===== src/hdl/fpec_pkg.sv =====
package fpec_pkg;

  // Register file addresses
  localparam logic [11:0] ADDR_CMD = 12'hFF8;
  localparam logic [11:0] ADDR_PAGE = 12'hFF9;
  localparam logic [11:0] ADDR_FREQ_HI = 12'hFFA;
  localparam logic [11:0] ADDR_FREQ_LO = 12'hFFB;

  // Command codes
  localparam logic [7:0] CMD_UNLOCK1 = 8'h73;
  localparam logic [7:0] CMD_UNLOCK2 = 8'h8C;
  localparam logic [7:0] CMD_PAGE_ERASE = 8'h95;
  localparam logic [7:0] CMD_MASS_ERASE = 8'h63;
  localparam logic [7:0] CMD_SECTOR_SEL = 8'h5E;

  // Array constants
  localparam logic [7:0] ERASED_BYTE = 8'hFF;
  localparam int PAGE_LSB = 9;
  localparam int SECTOR_LSB = 10;
  localparam logic [8:0] PAGE_BASE_OFFSET = 9'h000;

  // Controller state codes
  localparam logic [5:0] ST_LOCKED = 6'h00;
  localparam logic [5:0] ST_FIRST = 6'h01;
  localparam logic [5:0] ST_SECOND = 6'h02;
  localparam logic [5:0] ST_UNLOCKED = 6'h03;
  localparam logic [5:0] ST_SECTOR = 6'h04;
  localparam logic [5:0] ST_PROG = 6'h08;
  localparam logic [5:0] ST_PERASE = 6'h10;
  localparam logic [5:0] ST_MERASE = 6'h20;

  // Values after reset
  localparam logic [7:0] RST_BYTE = 8'h00;
  localparam logic [15:0] RST_RATE = 16'h0000;

  // Timing: accumulator step, kHz per MHz
  localparam logic [16:0] KHZ_PER_MHZ = 17'h0_03E8;
  localparam int PROG_TIME_US = 40;
  localparam int PAGE_ERASE_TIME_US = 10000;
  localparam int MASS_ERASE_TIME_US = 200000;

  typedef enum logic [3:0] {
    FPEC_LOCKED,
    FPEC_FIRST,
    FPEC_SECOND,
    FPEC_UNLOCKED,
    FPEC_SECTOR,
    FPEC_PROG,
    FPEC_PERASE,
    FPEC_MERASE
  } fpec_state_t;

endpackage


===== src/hdl/fpec_op_timer.sv =====
`timescale 1ns/100ps
module fpec_op_timer
  import fpec_pkg::*;
(
  // Clock and reset
  input wire logic clock,
  input wire logic rst,
  // Control
  input wire logic start,
  input wire logic [19:0] duration_us,
  input wire logic [15:0] rate_khz,
  // Status
  output logic busy,
  output logic done
);

  logic [16:0] acc_reg;
  logic [16:0] acc_next;
  logic [19:0] left_reg;
  logic [19:0] left_next;
  logic run_reg;
  logic run_next;
  logic done_reg;
  logic done_next;
  logic [16:0] acc_sum;
  logic tick;

  //////////////////////////////////////////////////////////////////////////
  // Fractional microsecond prescaler: adds 1000 per cycle, wraps at kHz,
  // so odd clock rates keep their average without a divider
  always_comb begin
    acc_sum = acc_reg + KHZ_PER_MHZ;
    tick = run_reg && (acc_sum >= {1'b0, rate_khz});
    acc_next = acc_reg;
    left_next = left_reg;
    run_next = run_reg;
    done_next = 1'b0;
    if (start) begin
      acc_next = '0;
      // A zero duration still lasts one microsecond
      left_next = (duration_us == 20'h0_0000) ? 20'h0_0001 : duration_us;
      run_next = 1'b1;
    end else if (run_reg) begin
      acc_next = tick ? acc_sum - {1'b0, rate_khz} : acc_sum;
      if (tick) begin
        left_next = left_reg - 20'h0_0001;
        if (left_reg == 20'h0_0001) begin
          run_next = 1'b0;
          done_next = 1'b1;
        end
      end
    end
  end

  // Timer registers
  always_ff @(posedge clock) begin
    if (rst) begin
      acc_reg <= '0;
      left_reg <= '0;
      run_reg <= 1'b0;
      done_reg <= 1'b0;
    end else begin
      acc_reg <= acc_next;
      left_reg <= left_next;
      run_reg <= run_next;
      done_reg <= done_next;
    end
  end

  assign busy = run_reg;
  assign done = done_reg;

endmodule


===== src/hdl/fpec_controller.sv =====
`timescale 1ns/100ps
// Overview of operation
// Erased bytes read back as FFh
// Programming only clears bits, never sets
// Programming allowed only where erase/unlock opened
// Core stalled during operations, clock keeps running
// Non-erase command leaves programming mode, relocks
// Host programs each byte at most twice
// Page erase sets 512 bytes to FFh
// Page erase refused in protected sector
// Command 95h when unlocked starts page erase
// Page erase completion resumes core and relocks
// Mass erase 63h only via debugger, relocks
// Debugger polls status until operation done
// Bypass routes array controls to pins
// Debugger ignores write guard and sector guard
// Debugger programming not limited to page
// Debugger may clear sector guard bits
// Debugger skips page rewrite, may rewrite page
// Mass erase command needs debugger access
// One page per unlock sequence
// Unlock needs 73h then 8Ch
// Bad command or sequence relocks controller
// Command write and status read share FF8h
// Command 5Eh maps sector guard at page address
// Status field encodes controller state
// Page number forms address bits 15:9
// Page written twice, mismatch relocks
// Clock rate setting loaded in kHz first
// Stores outside open page are ignored
module fpec_controller
  import fpec_pkg::*;
#(
  parameter int PROG_US = PROG_TIME_US,
  parameter int PAGE_ERASE_US = PAGE_ERASE_TIME_US,
  parameter int MASS_ERASE_US = MASS_ERASE_TIME_US
)(
  // Clock and reset
  input wire logic clock,
  input wire logic rst,
  // Register file port
  input wire logic [11:0] reg_addr,
  input wire logic reg_wr,
  input wire logic reg_rd,
  input wire logic [7:0] reg_wdata,
  output logic [7:0] reg_rdata,
  // Access mode and option
  input wire logic debug_access,
  input wire logic write_guard_option,
  // Program store from core or debugger
  input wire logic store_valid,
  input wire logic [15:0] store_addr,
  input wire logic [7:0] store_data,
  output logic cpu_stall,
  // Flash array
  input wire logic [7:0] flash_rdata,
  output logic [15:0] flash_addr,
  output logic [7:0] flash_wdata,
  output logic flash_prog,
  output logic flash_page_erase,
  output logic flash_mass_erase,
  // Bypass pins
  input wire logic bypass_en,
  input wire logic [15:0] bypass_addr,
  input wire logic [7:0] bypass_wdata,
  input wire logic bypass_prog,
  input wire logic bypass_page_erase
);

  import fpec_pkg::*;

  fpec_state_t state_reg;
  fpec_state_t state_next;
  logic [6:0] page_reg;
  logic [6:0] page_next;
  logic [7:0] info_reg;
  logic [7:0] info_next;
  logic [7:0] sector_guard_reg;
  logic [7:0] sector_guard_next;
  logic [15:0] rate_reg;
  logic [15:0] rate_next;
  logic [15:0] addr_reg;
  logic [15:0] addr_next;
  logic [7:0] data_reg;
  logic [7:0] data_next;
  logic [7:0] wdata_reg;
  logic [7:0] wdata_next;
  logic arm_reg;
  logic arm_next;
  logic [7:0] rdata_reg;
  logic [7:0] rdata_next;
  logic timer_start;
  logic [19:0] timer_us;
  logic timer_busy;
  logic timer_done;
  logic cmd_wr;
  logic page_wr;
  logic guards_ok;
  logic store_ok;

  //////////////////////////////////////////////////////////////////////////
  // Status code of a state
  function automatic logic [5:0] state_code(input fpec_state_t s);
    case (s)
      FPEC_FIRST: state_code = ST_FIRST;
      FPEC_SECOND: state_code = ST_SECOND;
      FPEC_UNLOCKED: state_code = ST_UNLOCKED;
      FPEC_SECTOR: state_code = ST_SECTOR;
      FPEC_PROG: state_code = ST_PROG;
      FPEC_PERASE: state_code = ST_PERASE;
      FPEC_MERASE: state_code = ST_MERASE;
      default: state_code = ST_LOCKED;
    endcase
  endfunction

  // Sector guard bit covering an address
  function automatic logic guarded(input logic [7:0] g,
                                   input logic [15:0] a);
    guarded = g[a[SECTOR_LSB+2:SECTOR_LSB]];
  endfunction

  //////////////////////////////////////////////////////////////////////////
  // Strobes and permission terms
  assign cmd_wr = reg_wr && (reg_addr == ADDR_CMD);
  assign page_wr = reg_wr && (reg_addr == ADDR_PAGE);
  // Debugger bypasses write guard option and sector guard
  assign guards_ok = debug_access ||
    (write_guard_option &&
     !guarded(sector_guard_reg, {page_reg, PAGE_BASE_OFFSET}));
  // Store target check; debugger may program anywhere
  assign store_ok = debug_access ||
    (write_guard_option &&
     store_addr[15:PAGE_LSB] == page_reg &&
     !guarded(sector_guard_reg, store_addr));

  //////////////////////////////////////////////////////////////////////////
  // Controller sequence and register writes
  always_comb begin
    state_next = state_reg;
    page_next = page_reg;
    info_next = info_reg;
    sector_guard_next = sector_guard_reg;
    rate_next = rate_reg;
    addr_next = addr_reg;
    data_next = data_reg;
    wdata_next = wdata_reg;
    arm_next = 1'b0;
    timer_start = 1'b0;
    timer_us = 20'(PROG_US);
    // Rate setting is plain storage; loading it is software's job
    if (reg_wr && reg_addr == ADDR_FREQ_HI) begin
      rate_next = {reg_wdata, rate_reg[7:0]};
    end else if (reg_wr && reg_addr == ADDR_FREQ_LO) begin
      rate_next = {rate_reg[15:8], reg_wdata};
    end
    case (state_reg)
      FPEC_LOCKED: begin
        if (page_wr) begin
          page_next = reg_wdata[6:0];
          info_next = {reg_wdata[7], 7'h00};
        end
        if (cmd_wr && reg_wdata == CMD_UNLOCK1) begin
          state_next = FPEC_FIRST;
        end else if (cmd_wr && reg_wdata == CMD_SECTOR_SEL) begin
          state_next = FPEC_SECTOR;
        end
      end
      FPEC_FIRST: begin
        if (cmd_wr && reg_wdata == CMD_UNLOCK2) begin
          // Debugger needs no page rewrite
          state_next = debug_access ? FPEC_UNLOCKED : FPEC_SECOND;
        end else if (reg_wr) begin
          state_next = FPEC_LOCKED;
        end
      end
      FPEC_SECOND: begin
        if (page_wr && reg_wdata[6:0] == page_reg) begin
          state_next = FPEC_UNLOCKED;
        end else if (reg_wr) begin
          state_next = FPEC_LOCKED;
        end
      end
      FPEC_UNLOCKED: begin
        if (cmd_wr) begin
          if (reg_wdata == CMD_PAGE_ERASE && guards_ok) begin
            state_next = FPEC_PERASE;
            timer_start = 1'b1;
            timer_us = 20'(PAGE_ERASE_US);
            addr_next = {page_reg, PAGE_BASE_OFFSET};
            wdata_next = ERASED_BYTE;
          end else if (reg_wdata == CMD_MASS_ERASE && debug_access) begin
            state_next = FPEC_MERASE;
            timer_start = 1'b1;
            timer_us = 20'(MASS_ERASE_US);
            addr_next = 16'h0000;
            wdata_next = ERASED_BYTE;
          end else begin
            state_next = FPEC_LOCKED;
          end
        end else if (page_wr && debug_access) begin
          page_next = reg_wdata[6:0];
        end else if (store_valid && store_ok) begin
          state_next = FPEC_PROG;
          arm_next = 1'b1;
          addr_next = store_addr;
          data_next = store_data;
        end
      end
      FPEC_SECTOR: begin
        if (page_wr) begin
          // Core may only set bits; debugger may set or clear
          sector_guard_next = debug_access ? reg_wdata :
            (sector_guard_reg | reg_wdata);
        end else if (cmd_wr && reg_wdata != CMD_SECTOR_SEL) begin
          state_next = (reg_wdata == CMD_UNLOCK1) ?
            FPEC_FIRST : FPEC_LOCKED;
        end
      end
      FPEC_PROG: begin
        if (arm_reg) begin
          // Merge with stored byte: ones cannot be restored
          wdata_next = data_reg & flash_rdata;
          timer_start = 1'b1;
          timer_us = 20'(PROG_US);
        end else if (timer_done) begin
          state_next = FPEC_UNLOCKED;
        end
      end
      FPEC_PERASE: begin
        if (timer_done) begin
          state_next = FPEC_LOCKED;
        end
      end
      FPEC_MERASE: begin
        if (timer_done) begin
          state_next = FPEC_LOCKED;
        end
      end
      default: state_next = FPEC_LOCKED;
    endcase
  end

  // Sequence registers
  always_ff @(posedge clock) begin
    if (rst) begin
      state_reg <= FPEC_LOCKED;
      page_reg <= '0;
      info_reg <= RST_BYTE;
      sector_guard_reg <= RST_BYTE;
      rate_reg <= RST_RATE;
      addr_reg <= '0;
      data_reg <= ERASED_BYTE;
      wdata_reg <= ERASED_BYTE;
      arm_reg <= 1'b0;
    end else begin
      state_reg <= state_next;
      page_reg <= page_next;
      info_reg <= info_next;
      sector_guard_reg <= sector_guard_next;
      rate_reg <= rate_next;
      addr_reg <= addr_next;
      data_reg <= data_next;
      wdata_reg <= wdata_next;
      arm_reg <= arm_next;
    end
  end

  //////////////////////////////////////////////////////////////////////////
  // Operation timer, scaled by the clock rate setting
  fpec_op_timer u_timer (
    .clock(clock),
    .rst(rst),
    .start(timer_start),
    .duration_us(timer_us),
    .rate_khz(rate_reg),
    .busy(timer_busy),
    .done(timer_done)
  );

  //////////////////////////////////////////////////////////////////////////
  // Register read data, one cycle after the read strobe
  always_comb begin
    rdata_next = rdata_reg;
    if (reg_rd) begin
      if (reg_addr == ADDR_CMD) begin
        rdata_next = {2'b00, state_code(state_reg)};
      end else if (reg_addr == ADDR_PAGE) begin
        rdata_next = (state_reg == FPEC_SECTOR) ? sector_guard_reg :
          (info_reg | {1'b0, page_reg});
      end else if (reg_addr == ADDR_FREQ_HI) begin
        rdata_next = rate_reg[15:8];
      end else if (reg_addr == ADDR_FREQ_LO) begin
        rdata_next = rate_reg[7:0];
      end else begin
        rdata_next = RST_BYTE;
      end
    end
  end

  // Read data register
  always_ff @(posedge clock) begin
    if (rst) begin
      rdata_reg <= RST_BYTE;
    end else begin
      rdata_reg <= rdata_next;
    end
  end

  assign reg_rdata = rdata_reg;

  //////////////////////////////////////////////////////////////////////////
  // Core stall while any controller array operation runs (pin bypass operations do not stall); clock is never gated
  assign cpu_stall = (state_reg == FPEC_PROG) ||
    (state_reg == FPEC_PERASE) || (state_reg == FPEC_MERASE);

  // Array controls, or pins when bypassed; mass erase is held off when bypassed
  assign flash_addr = bypass_en ? bypass_addr : addr_reg;
  assign flash_wdata = bypass_en ? bypass_wdata : wdata_reg;
  assign flash_prog = bypass_en ? bypass_prog :
    (state_reg == FPEC_PROG && timer_busy);
  assign flash_page_erase = bypass_en ? bypass_page_erase :
    (state_reg == FPEC_PERASE && timer_busy);
  assign flash_mass_erase = !bypass_en &&
    (state_reg == FPEC_MERASE && timer_busy);

endmodule


===== config.mk =====
export PLATFORM = sky130hd
export DESIGN_NAME = fpec_controller
export DESIGN_NICKNAME = d
export VERILOG_FILES = /design/src/hdl/fpec_pkg.sv /design/src/hdl/fpec_op_timer.sv /design/src/hdl/fpec_controller.sv
export SDC_FILE = /design/constraint.sdc
export NUM_CORES = 1
export LEC_CHECK = 0
export ABC_AREA = 1
export BUFFER_PORTS_ARGS = -buffer_cell sky130_fd_sc_hd__buf_4
export CAP_MARGIN = 15
export CORE_ASPECT_RATIO = 1.75
export CORE_MARGIN = 2
export CORE_UTILIZATION = 55
export DETAILED_ROUTE_END_ITERATION = 16
export PLACE_DENSITY_LB_ADDON = 0.2
export SLEW_MARGIN = 20
export SYNTH_ARGS = -nofsm -noshare
export SYNTH_HDL_FRONTEND = slang
export SYNTH_SLANG_ARGS = --single-unit

===== constraint.sdc =====
create_clock -name clock -period 3.15 [get_ports clock]
set_input_delay 0.1575 -clock clock [delete_from_list [all_inputs] [get_ports clock]]
set_output_delay 0.1575 -clock clock [all_outputs]
set_load 0.005 [all_outputs]

# Yosys cells after proc, flatten, opt, wreduce, memory -nomap -nowiden
# Cells that the tools add are included.
dict set report totals {
  memories 0
  inputBits 86
  word_cells 183
  ff_bits 116
  out_inout_bits 36
  latchBits 0
  ram_bits 0
  mem_bits_ro 0
}
dict set report classes {
  n_bitwise 9
  n_shift 0
  add_sub_neg 3
  n_reduce_logical 48
  n_div 0
  mul 0
  mux 69
  n_lt_le_gt_ge 3
  eq_ne 36
}
# operator count
set op_table {}
lappend op_table {{two-way mux 16 bit} 7}
lappend op_table {{two-way mux 8 bit} 12}
lappend op_table {{two-way mux 18 bit} 5}
lappend op_table {{two-way mux 20 bit} 3}
lappend op_table {{two-way mux 4 bit} 13}
lappend op_table {{== test 12 bit (second input constant)} 4}
lappend op_table {{case mux 6 bit (7 select lines)} 1}
lappend op_table {{case mux 4 bit (7 select lines)} 1}
lappend op_table {{== test 8 x 7 -> 1 bit (second input constant)} 3}
lappend op_table {{logical AND 1 bit} 21}
lappend op_table {{two-way mux 7 bit} 3}
lappend op_table {{== test 20 x 1 -> 1 bit (second input constant)} 1}
lappend op_table {{zero test 20 bit} 1}
lappend op_table {{subtractor 20 x 1 -> 20 bit (second input constant)} 1}
lappend op_table {{inequality test 2 bit (second input constant)} 9}
lappend op_table {{adder 17 x 10 -> 17 bit (second input constant)} 1}
lappend op_table {{greater-or-equal comparator 17 x 16 -> 1 bit} 1}
lappend op_table {{two-way mux 17 bit} 1}
lappend op_table {{subtractor 17 x 16 -> 17 bit} 1}
lappend op_table {{== test 4 x 3 -> 1 bit (second input constant)} 4}
lappend op_table {{== test 8 bit (second input constant)} 2}
lappend op_table {{two-way mux 1 bit} 16}
lappend op_table {{case mux 8 bit (2 select lines)} 1}
lappend op_table {{AND reduction 4 bit} 4}
lappend op_table {{24 further kinds} 52}

# Longest topological paths before layout
# Gate-level depths: netlist of run 1.
dict set report depth {
  depth_word 12
  mapped_depth 20
  ltp_nobuf 20
}

# Cells and area by module
# A second synthesis of run 1 with hierarchy kept.
dict set report unflattened {
  cells_unflattened 1318
  hier_area_um2 8144.1
}
# mod area_per_inst_um2 instances cells_per_inst
set by_module_without_submodules {}
lappend by_module_without_submodules {fpec_controller 4508.1 1 718}
lappend by_module_without_submodules {fpec_op_timer 3636.0 1 600}

# Least setup slack after synthesis of run 1
# No wires, ideal clock.
dict set report synth_timing {
  kind {flip-flop to flip-flop}
  startpoint {register u_timer.acc_reg[3]}
  endpoint {register u_timer.left_reg[7]}
  required_time_ns 3.031
  period_less_slack_ns 2.900
  setup_ns 0.119
  arrival_time_ns 2.782
  stages_incl_launch_ff 20
  path_slack_ns 0.250
  n_path_buf 1
  cell_sequence {dfxtp_1 -> ha_1 -> nor3_1 -> nand3_1 -> and3_1 -> xnor2_1 -> inv_1 -> ha_1 -> nand2_1 -> nor2_1 -> nand2_1 -> nor3_1 -> nor2_1 -> inv_1 -> nor2_2 -> nand2_4 -> nand2_8 -> buf_6 -> nor3b_1 -> nor2_1}
}
dict set report synth_via {
  elab_chain_len 5
}
# item line
set synth_lines {}
lappend synth_lines {{start: declaration} fpec_op_timer.sv:17} ;# logic [16:0] acc_reg;
lappend synth_lines {{start signal: assignment} fpec_op_timer.sv:63} ;# acc_reg <= acc_next;
lappend synth_lines {{adder 17 x 10 -> 17 bit} fpec_op_timer.sv:32} ;# acc_sum = acc_reg + KHZ_PER_MHZ;
lappend synth_lines {{greater-or-equal comparator 17 x 16 -> 1 bit} fpec_op_timer.sv:33} ;# tick = run_reg && (acc_sum >= {1'b0, rate_khz});
lappend synth_lines {{logical AND 1 bit} fpec_op_timer.sv:33}
lappend synth_lines {{nonzero test 2 bit (no source line)} --}
lappend synth_lines {{AND reduction 2 bit (no source line)} --}
lappend synth_lines {{end signal: assignment} fpec_op_timer.sv:64} ;# left_reg <= left_next;
lappend synth_lines {{end: declaration} fpec_op_timer.sv:19} ;# logic [19:0] left_reg;
# No other way between the ends.
# A chain may end at the register's enable or synchronous reset.

# Worst setup path in the final report of run 1
dict set report layout_timing {
  startpoint {register u_timer.acc_reg[3]}
  endpoint {register u_timer.acc_reg[10]}
}
dict set report layout_via {
  elab_chain_len 4
  elab_cells_between_ends 5
  classes_between {add/sub: 2; order compare: 1; mux: 1; reduce/logical: 1}
}
# item line
set layout_lines {}
lappend layout_lines {{adder 17 x 10 -> 17 bit (*)} fpec_op_timer.sv:32}
lappend layout_lines {{greater-or-equal comparator 17 x 16 -> 1 bit} fpec_op_timer.sv:33}
lappend layout_lines {{logical AND 1 bit} fpec_op_timer.sv:33}
lappend layout_lines {{two-way mux 17 bit (*)} fpec_op_timer.sv:44} ;# acc_next = tick ? acc_sum - {1'b0, rate_khz} : acc_sum;
# Every way passes the cells marked *; elsewhere a longest branch is shown, timed or not.

==> metrics.md, run 1 <==
| Metric | Value |
|---|---|
| Commonest non-fill, non-tap cells in the layout | `344 x nand2_1, 146 x buf_4, 141 x nor2_1` |
| CTS Buffer Depth | `2` |
| Switching share of power | `23.5%` |
| Register bit total from synthesis | `116` |
| Gr ovfl total | `0` |
| Largest net degree at the start of global routing | `41` |
| FF/Latch Area | `2320 um2` |
| Share of cells above drive strength 1 | `18.8%` |
| WP data arrival | `3340 ps` |
| PwrDens | `371 nW/um2` |
| CP startpoint kind | `flop` |
| CTS tree | `built` |
| CTS buffer count | `17` |
| Routed WL | `24600 um` |
| Max VDD drop | `0.000371 V` |
| Slew Limit Fails | `0` |
| Diodes inserted | `0` |
| Final hold vios | `1` |
| P&R area growth vs syn | `25.4%` |
| DR vias | `8528` |
| H-tree depth | `4` |
| Mapped cell area | `7820 um2` |
| Max reg flops | `20` |
| Leakage | `4.60 nW` |
| Worst hold-check path type | `input port to flop` |
| Switching power | `854 uW` |
| Max stage delay on crit path | `380 ps` |
| Highest clock rate | `329 MHz` |
| Gpl congestion | `0.987` |
| First-pass GRT wire length | `38200 um` |
| Final nets | `1471` |
| Syn Area/Cell | `6.39 um2` |
| Max-cap violations | `0` |
| Most common cell on crit path | `inv_1` |
| Hold Slack | `-0.491 ps` |
| Root Driver | `clkbuf_16` |
| Area of the multi-input gates | `4890 um2` |
| Final min period | `3040 ps` |
| Core area | `13900 um2` |
| Post-DR vias/cell | `5.49` |
| Worst skew pair latency | `420 ps` |
| Critical path class | `flop to flop` |
| Power, Total | `3.64 mW` |
| Max_slew headroom | `50.0%` |
| Status | `finished with violations` |
| Clock transition at path regs | `50 ps` |
| Post-synth EDFFs | `0` |
| Syn_nets | `1329` |
| Required time worst endpoint | `3450 ps` |
| Yosys warns | `0` |
| Sequential group share of total power | `40.5%` |
| CTS sink cnt | `116` |
| Wire per inst | `15.9 um` |
| Worst Setup End Kind | `flop` |
| Ys async rst share | `0%` |
| Final std cells w/o fill | `1554` |
| Vias in the first global route | `8096` |
| Yosys cell types | `51` |
| Fill cells | `1190` |
| Die outline height | `162 um` |
| Initial antenna violation count | `0` |
| Worst slew pin tran | `750 ps` |
| Die area | `15200 um2` |
| Final ANT Viol Nets | `0` |
| Period utilisation layout | `96.4%` |
| Violated checks | `negative hold slack` |
| Global Route Usage Sum | `31.8%` |
| DRT iter0 DRCs | `574` |
| Combinational share of power | `8.3%` |
| Rows | `57` |
| Ys flop type | `dfxtp_1` |
| Mapped Cells | `1223` |
| Dpl hpwl | `18100 um` |
| Input/output buffers | `121` |
| DRC violations left | `0` |
| Crit path max-delay cell type | `ha_1` |
| Final setup vio count | `0` |
| DRT Pass-1 Iters | `6` |
| Pint | `2.78 mW` |
| Initial core utilization | `56.2%` |
| CP max FO | `10` |
| Clock network fraction of design power | `51.2%` |
| IO Count | `122` |
| CP Cell Sequence | `buf_4 -> a21oi_4 -> nand3b_1 -> xor2_1 -> inv_1 -> ha_1 -> nand2_1 -> nor2_2 -> inv_1 -> nor3_1 -> nor2_1 -> inv_1 -> nor2_2 -> nand2_4 -> nand2_8 -> buf_4 -> o21ai_1 -> nor2_1` |
| Skew final | `12.4 ps` |
| Die Wd | `94.1 um` |
| Sequential share of the synthesized area | `29.7%` |
| Most common cell after layout, fill and taps aside | `nand2_1` |
| Dpl cells | `1492` |
layout make-up:
| cell class | instances | area share, % |
|---|---|---|
| Clock buffer | 21 | 4.60 |
| Clock inverter | 10 | 1.11 |
| Inverter | 133 | 5.14 |
| Multi-Input combinational cell | 932 | 49.9 |
| Sequential cell | 116 | 23.7 |
| Tap cell | 177 | 2.26 |
| Timing Repair Buffer | 165 | 13.3 |
critical path, delay by kind of cell (launching register included):
family,cells,cell delay [ps]
AND/OR/NAND/NOR,9,1030
buffers and inverters,5,610
adder cells (fa/ha/maj),1,380
flip-flops,1,340
AO/OA/AOI/OAI,2,320
XOR/XNOR,1,240
path summary, 6_finish.rpt:
kind	from	to	slack, ps	depth (start not counted)
worst max register to register	u_timer.acc_reg[3]$_SDFFE_PP0P_	u_timer.acc_reg[10]$_SDFFE_PP0P_	110	18
worst min register to register	reg_rdata[0]$_SDFFE_PP0P_	reg_rdata[0]$_SDFFE_PP0P_	470	2
worst max-delay path	u_timer.acc_reg[3]$_SDFFE_PP0P_	u_timer.acc_reg[10]$_SDFFE_PP0P_	110	18
worst min-delay path	flash_rdata[1]	wdata_reg[1]$_SDFFE_PP1P_	-0.5	3
per-layer routing:
layer | part of all wire [%] | GRT usage, %
met1 | 36 | 32.9
met2 | 54 | 59.4
met3 | 4.9 | 4.08
met4 | 5.3 | 18.8
met5 | 0 | 0
synthesized netlist by cell type, types with 9 or more instances:
master    count  area share, %
xor2_1       22            2.5
buf_2         9           0.58
nand3_1      72            4.6
nor2_1      143            6.9
xnor2_1      15            1.7
nand2_2      11           0.88
ha_1         19            3.0
o21ai_0      59            3.8
o21ai_1      25            1.6
nand2_1     345             17
buf_6         9            1.3
clkbuf_1     18           0.86
nand4_1      12           0.96
dfxtp_1     116             30
a21oi_1     102            6.5
inv_1       116            5.6
inv_2        15           0.72
nor3_1       16            1.0
power by group through the flow:
| stage | combinational, mW | sequential [mW] | clock (mW) |
|---|---|---|---|
| 2_1_floorplan | 0.126 | 1.50 | 0 |
| 3_3_place_gp | 0.275 | 1.50 | 0 |
| 3_5_place_dp | 0.277 | 1.50 | 0 |
| 4_1_cts | 0.295 | 1.47 | 1.86 |
| 5_1_grt | 0.324 | 1.47 | 1.92 |
| 6_report | 0.301 | 1.47 | 1.86 |
stage by stage:
step	TNS [ps]	instance area [um2]	util [%]	setup slack [ps]	hold WS, ps
finish	0	9800	70.5	112	-0.491
floorplan	0	7820	-	250	271
global route	-59.5	9800	70.5	-14.4	20.4
detailed placement	-394	8790	63.2	-66.2	366
global placement	0	8790	63.2	47.9	360
CTS	0	9540	68.6	56.7	3.70
timing repair:
item / in CTS / in global routing
gates resized for setup: 2 / 20
gates cloned: 0 / 1
endpoints found under the setup margin: 10 / 38
hold buffers: 17 / 0
pin swaps: 0 / 8
setup buffers: 0 / 13
hold endpoints to repair: 17 / 0
kinds of logic after synthesis:
kind of cell | after synthesis | share of synthesized area (%)
AO/OA/AOI/OAI | 227 | 16.0
XOR/XNOR | 37 | 4.15
adder cells (fa/ha/maj) | 20 | 3.30
buffers and inverters | 176 | 9.73
flip-flops | 116 | 29.7
other | 1 | 0.0480
AND/OR/NAND/NOR | 646 | 37.1
Power figures use the tool's default switching activity.
==> inputs of run 2 (changes only) <==
CELL_PAD_IN_SITES_DETAIL_PLACEMENT = 0   (was unset)
CELL_PAD_IN_SITES_GLOBAL_PLACEMENT = 1   (was unset)
CORE_UTILIZATION = 40   (was 55)
==> run 2 against run 1 <==
The flow now finishes without violations. Die area is 36% higher. Non-clock buffer count is 15 higher. Core utilization is 18 points lower. Combinational power is 1% higher. Cell count is 5.1% higher. Via count is 2.1% lower. Global-route usage is 6.3 points lower. Sequential power hardly changed. Largest power group unchanged. Highest routed layer unchanged.
==> metrics.md, run 2 (synthesis gave the netlist of run 1 again) <==
| Metric | Value |
|---|---|
| Root Driver | `clkbuf_16` |
| DRT Pass-1 Iters | `5 (-1)` |
| Die outline height | `189 um (+17%)` |
| Dpl hpwl | `19700 um (+8.4%)` |
| Sequential group share of total power | `38.7% (-1.8 points)` |
| Max_slew headroom | `48.7% (-1.3 points)` |
| CTS buffer count | `17 (unchanged)` |
| Switching power | `909 uW (+6.4%)` |
| Routed WL | `25900 um (+5.3%)` |
| Slew Limit Fails | `0 (unchanged)` |
| Gr ovfl total | `0 (unchanged)` |
| IO Count | `122 (unchanged)` |
| Worst slew pin tran | `769 ps (+19.6 ps)` |
| Final min period | `3070 ps (+33.0 ps)` |
| Diodes inserted | `0 (unchanged)` |
| Buffers & Inverters on Critical Path | `5 (unchanged)` |
| Core area | `19200 um2 (+38%)` |
| Stages on the worst setup path | `20 (+2)` |
| CTS tree | `built` |
| Worst path top cell family by delay | `simple AND/OR/NAND/NOR gates` |
| Global Route Usage Sum | `25.5% (-6.3 points)` |
| Leakage | `4.69 nW (+2.0%)` |
| Max stage delay on crit path | `340 ps (-40 ps)` |
| Critical path class | `flop to flop` |
| Switching share of power | `23.9% (+0.45 points)` |
| WP data arrival | `3360 ps (+20 ps)` |
| Post-DR vias/cell | `5.11 (-6.9%)` |
| R2R depth | `20 (+2)` |
| Skew final | `9.83 ps (-2.60 ps)` |
| CTS Buffer Depth | `2 (unchanged)` |
| Final nets | `1486 (+1.0%)` |
| Die Wd | `110 um (+17%)` |
| Gpl congestion | `0.945 (-4.2%)` |
| RR Startpoint | `u_timer.acc_reg[4]$_SDFFE_PP0P_` |
| Period utilisation layout | `97.5% (+1.0 points)` |
| Die area | `20700 um2 (+36%)` |
| Final ANT Viol Nets | `0 (unchanged)` |
| Worst hold-check path type | `input port to flop` |
| First-pass GRT wire length | `41000 um (+7.2%)` |
| Max-cap violations | `0 (unchanged)` |
| Max reg flops | `20 (unchanged)` |
| Largest net degree at the start of global routing | `41 (unchanged)` |
| CP Cell Sequence | `ha_1 -> nor3_2 -> nand3_2 -> and3_4 -> xnor2_2 -> inv_2 -> ha_4 -> nand2_1 -> nor2_2 -> and3_1 -> nand2_1 -> nand2_2 -> nand2_2 -> inv_2 -> nor2_4 -> buf_12 -> buf_4 -> buf_4 -> o21ai_0 -> a21oi_1` |
| Worst R2R End | `u_timer.busy$_SDFF_PP0_` |
| Hold Slack | `7.13 ps (+7.62 ps)` |
| Worst skew pair latency | `420 ps (about the same)` |
| Clock network fraction of design power | `53.2% (+2.0 points)` |
| CTS sink cnt | `116 (unchanged)` |
| Crit path max-delay cell type | `dfxtp_1` |
| Commonest non-fill, non-tap cells in the layout | `343 x nand2_1, 154 x buf_4, 140 x nor2_1` |
| DRC violations left | `0 (unchanged)` |
| Final setup vio count | `0 (unchanged)` |
| Worst reg-to-reg setup slack | `80 ps (-30 ps)` |
| DR vias | `8345 (-2.1%)` |
| Initial core utilization | `40.7% (-15 points)` |
| Clock transition at path regs | `60 ps (about the same)` |
| Rows | `67 (+18%)` |
| DRT iter0 DRCs | `398 (-31%)` |
| Most common cell after layout, fill and taps aside | `nand2_1` |
| Vias in the first global route | `8121 (+0.31%)` |
| Combinational share of power | `8.0% (-0.3 points)` |
| Worst Setup End Kind | `flop` |
| Setup TNS | `0 ps (unchanged)` |
| CP max FO | `7 (-3)` |
| Required time worst endpoint | `3440 ps (about the same)` |
| Initial antenna violation count | `0 (unchanged)` |
| Setup crit end | `u_timer.busy$_SDFF_PP0_` |
| Status | `completed` |
| Share of cells above drive strength 1 | `20.5% (+1.7 points)` |
| CP startpoint kind | `flop` |
| Final hold vios | `0 (-1)` |
| Max VDD drop | `0.000347 V (-6.3%)` |
| Pint | `2.89 mW (+3.8%)` |
| Input/output buffers | `121 (unchanged)` |
| CP Launch Point | `u_timer.acc_reg[4]$_SDFFE_PP0P_` |
| Wire per inst | `15.9 um (+0.11%)` |
| H-tree depth | `4 (unchanged)` |
| Highest clock rate | `326 MHz (-1.1%)` |
| PwrDens | `376 nW/um2 (+1.3%)` |
| P&R area growth vs syn | `29.2%` |
-- run 2: stage by stage --
stage | area, um2 | std cells | utilization [%] | setup WS, ps | total power [mW]
after floorplan | 7820 | 1223 | - | 250 | 1.63
after global placement | 8940 | 1565 | 46.6 | 50.2 | 1.78
after detailed placement | 8940 | 1565 | 46.6 | 23.7 | 1.78
after CTS | 9800 | 1621 | 51.0 | 48.1 | 3.82
after global routing | 10100 | 1634 | 52.6 | -89.5 | 3.92
final | 10100 | 1634 | 52.6 | 79.4 | 3.80
-- run 2: cell type report --
type                    count  area, um2
fillers                  2003       9100
multi-input cells         932       4920
flip-flops and latches    116       2320
clock buffers              18        439
inverters                 133        507
clock inverters            14        176
repair buffers            180       1430
well taps                 241        302
-- run 2: worst min path at each step --
stage	endpoint	depth (start not counted)	startpoint	slack, ps
finish	wdata_reg[6]$_SDFFE_PP1P_	3	flash_rdata[6]	7
global route	reg_rdata[5]$_SDFFE_PP0P_	3	reg_rd	30
CTS	wdata_reg[6]$_SDFFE_PP1P_	3	flash_rdata[6]	2
detailed placement	data_reg[5]$_SDFFE_PP1P_	3	store_data[5]	360
global placement	data_reg[5]$_SDFFE_PP1P_	3	store_data[5]	360
floorplan	data_reg[0]$_SDFFE_PP1P_	2	store_data[0]	270
-- run 2: power groups by stage --
stage	Sequential, mW	Combinational (mW)	Clock [mW]
2_1_floorplan	1.50	0.126	0
3_3_place_gp	1.50	0.281	0
3_5_place_dp	1.50	0.280	0
4_1_cts	1.47	0.306	2.05
5_1_grt	1.47	0.333	2.12
6_report	1.47	0.305	2.02
-- run 2: routing by layer --
layer	share of wire (%)	track usage [%]
met5	0	0
met4	5.2	13.9
met3	3.1	3.68
met2	54	46.7
met1	38	27.2
-- run 2: worst min-delay path, stage by stage --
cell	delay [ps]
buf_4	80
a21oi_1	50
o21ai_1	100
-- run 2: repair_timing --
item                       CTS  global route
setup endpoints to repair    8            38
resized for setup            0            38
cloned                       0             1
pin swaps                    1            12
setup buffers                1            12
hold endpoints to repair    23             0
hold buffers                23             0
==> inputs of run 3 (changes only) <==
BUFFER_PORTS_ARGS = -buffer_cell sky130_fd_sc_hd__buf_2   (was -buffer_cell sky130_fd_sc_hd__buf_4)
==> run 3 against run 2 <==
Final area down 3.5%. Clock power barely moved. Sequential cell count stayed put. Critical endpoint is now u_timer.acc_reg[6]$_SDFFE_PP0P_. Hold slack got worse by 0.90 ps. Critical path type unchanged.
==> metrics.md, run 3 (synthesis gave the netlist of run 1 again) <==
| Metric | Value |
|---|---|
| Initial antenna violation count | `0 (unchanged)` |
| RSZ-0062 raised after global routing | `yes` |
| DRT iter0 DRCs | `405 (+1.8%)` |
| R2R depth | `19 (-5.0%)` |
| Worst R2R End | `u_timer.acc_reg[6]$_SDFFE_PP0P_` |
| Worst skew pair latency | `430 ps (about the same)` |
| Max_slew headroom | `49.2% (+0.50 points)` |
| Worst reg-to-reg setup slack | `120 ps (+50 ps)` |
| Gr ovfl total | `0 (unchanged)` |
| Status | `completed` |
| CP startpoint kind | `flop` |
| Worst hold-check path type | `input port to flop` |
| Final ANT Viol Nets | `0 (unchanged)` |
| PwrDens | `383 nW/um2 (+2.0%)` |
| Highest clock rate | `331 MHz (+1.5%)` |
| DR vias | `8308 (-0.44%)` |
| Diodes inserted | `0 (unchanged)` |
| Max stage delay on crit path | `350 ps (about the same)` |
| Initial core utilization | `40.7% (unchanged)` |
| Rows | `67 (unchanged)` |
| IO Count | `122 (unchanged)` |
| DRC violations left | `0 (unchanged)` |
| Stages on the worst setup path | `19 (-5.0%)` |
| Final std cells w/o fill | `1632 (-0.12%)` |
| Skew final | `7.94 ps (-1.88 ps)` |
| Final setup vio count | `0 (unchanged)` |
| Fill cells | `2085 (+4.1%)` |
| Period utilisation layout | `96.1% (-1.4 points)` |
| Max-cap violations | `0 (unchanged)` |
| Leakage | `4.59 nW (-2.2%)` |
| Max VDD drop | `0.000363 V (+4.6%)` |
| Final min period | `3030 ps (-45.0 ps)` |
| Critical path class | `flop to flop` |
| CP max FO | `8 (+1)` |
| Most common cell after layout, fill and taps aside | `nand2_1` |
| Required time worst endpoint | `3470 ps (+30 ps)` |
| CTS Buffer Depth | `2 (unchanged)` |
| Vias in the first global route | `8294 (+2.1%)` |
| Gpl congestion | `0.883 (-6.5%)` |
| Worst Setup End Kind | `flop` |
| Dpl cells | `1566 (+0.064%)` |
| Worst path top cell family by delay | `simple AND/OR/NAND/NOR gates` |
| Setup crit end | `u_timer.acc_reg[6]$_SDFFE_PP0P_` |
| Max reg flops | `20 (unchanged)` |
| Final nets | `1484 (-0.13%)` |
| Clock transition at path regs | `60 ps (about the same)` |
| Die Wd | `110 um (unchanged)` |
| Buffers & Inverters on Critical Path | `3 (-2)` |
| Die area | `20700 um2 (unchanged)` |
| Post-route cell area | `9750 um2 (-3.5%)` |
| Commonest non-fill, non-tap cells in the layout | `343 x nand2_1, 141 x nor2_1, 121 x buf_2` |
| Final hold vios | `0 (unchanged)` |
| CP Launch Point | `u_timer.acc_reg[3]$_SDFFE_PP0P_` |
| P&R area growth vs syn | `24.7%` |
| Area post-placement | `8650 um2 (-3.3%)` |
| Share of cells above drive strength 1 | `19.8% (-0.69 points)` |
| DRT Pass-1 Iters | `5 (unchanged)` |
| CTS tree | `built` |
| Largest net degree at the start of global routing | `40 (-2.4%)` |
| Core area | `19200 um2 (unchanged)` |
| Crit path max-delay cell type | `dfxtp_1` |
| First-pass GRT wire length | `41500 um (+1.3%)` |
| WP data arrival | `3340 ps (-20 ps)` |
| Input/output buffers | `121 (unchanged)` |
| Die outline height | `189 um (unchanged)` |
| Global Route Usage Sum | `26.0% (+0.53 points)` |
| Routed WL | `26100 um (+0.62%)` |
| H-tree depth | `4 (unchanged)` |
| CP Cell Sequence | `ha_2 -> nor3_4 -> nand3_2 -> and3_4 -> xnor2_2 -> inv_1 -> ha_4 -> nand2_1 -> nor2_2 -> and3_1 -> nand2_1 -> nand2_2 -> nand2_2 -> inv_2 -> nor2_4 -> nor2_8 -> buf_4 -> a21oi_1 -> nor2_1` |
| Wire per inst | `16.0 um (+0.75%)` |
| CTS buffer count | `17 (unchanged)` |
| Power, Total | `3.74 mW (-1.6%)` |
| Worst slew pin tran | `762 ps (-7.54 ps)` |
| RR Startpoint | `u_timer.acc_reg[3]$_SDFFE_PP0P_` |
| CTS sink cnt | `116 (unchanged)` |
| Root Driver | `clkbuf_16` |
| Post-DR vias/cell | `5.09 (-0.32%)` |
| Slew Limit Fails | `0 (unchanged)` |
| Dpl hpwl | `20000 um (+1.4%)` |
-- run 3: changes by cell type in the layout (fill, tap and decap cells not counted), sizes merged --
cell | before | now
clkinvlp | 1 | 4
buf | 157 | 155
clkinv | 7 | 5
clkbuf | 18 | 17
-- run 3: what timing repair did --
item,4_1_cts,5_1_grt
setup endpoints to repair,14,39
pin swaps,1,8
hold buffers,23,0
buffers inserted,0,10
hold endpoints to repair,23,0
cloned,0,1
gates resized for setup,1,27
-- run 3: per-layer routing --
| metal | track usage (%) | up-vias | part of all wire, % |
|---|---|---|---|
| li1 | - | 4266 | - |
| met1 | 27.0 | 3767 | 37 |
| met2 | 48.0 | 199 | 54 |
| met3 | 3.75 | 76 | 3.0 |
| met4 | 15.2 | 0 | 5.4 |
| met5 | 0 | - | 0 |
-- run 3: where the power goes --
| part | leakage [nW] | total [mW] | switching, mW | internal, mW |
|---|---|---|---|---|
| logic | 3.37 | 0.265 | 0.158 | 0.107 |
| clock network | 0.286 | 2.00 | 0.756 | 1.25 |
| registers | 0.936 | 1.47 | 0.00218 | 1.47 |
| total | 4.59 | 3.74 | 0.916 | 2.82 |
-- run 3: tightest hold or removal path, cell delays in order --
cell	delay (ps)
buf_2	70
a21oi_1	60
o21ai_1	110
-- run 3: how the worst min path moves through the flow --
stage | start | to | slack [ps] | cells past startpoint
2_1_floorplan | store_data[0] | data_reg[0]$_SDFFE_PP1P_ | 270 | 2
3_3_place_gp | store_data[4] | data_reg[4]$_SDFFE_PP1P_ | 360 | 3
3_5_place_dp | store_data[4] | data_reg[4]$_SDFFE_PP1P_ | 360 | 3
4_1_cts | flash_rdata[3] | wdata_reg[3]$_SDFFE_PP1P_ | 1 | 3
5_1_grt | flash_rdata[3] | wdata_reg[3]$_SDFFE_PP1P_ | 20 | 3
6_report | flash_rdata[3] | wdata_reg[3]$_SDFFE_PP1P_ | 6 | 3
-- run 3: area by class of cell --
class / count / area (um2) / share of cell area (%)
multi-input combinational: 932 / 4910 / 50.3
inverter: 133 / 504 / 5.17
sequential: 116 / 2320 / 23.8
clock inverter: 15 / 179 / 1.84
tap: 241 / 302 / 3.09
clock buffer: 17 / 425 / 4.36
timing repair buffer: 178 / 1110 / 11.4
-- run 3: through the flow --
| stage | util, % | worst slack (ps) | TNS [ps] | hold WS [ps] |
|---|---|---|---|---|
| 6_report | 50.8 | 124 | 0 | 6.23 |
| 3_3_place_gp | 45.0 | 81.0 | 0 | 358 |
| 5_1_grt | 50.8 | -47.3 | -247 | 19.1 |
| 2_1_floorplan | - | 250 | 0 | 271 |
| 3_5_place_dp | 45.0 | -19.7 | -125 | 359 |
| 4_1_cts | 49.4 | 10.1 | 0 | 1.18 |
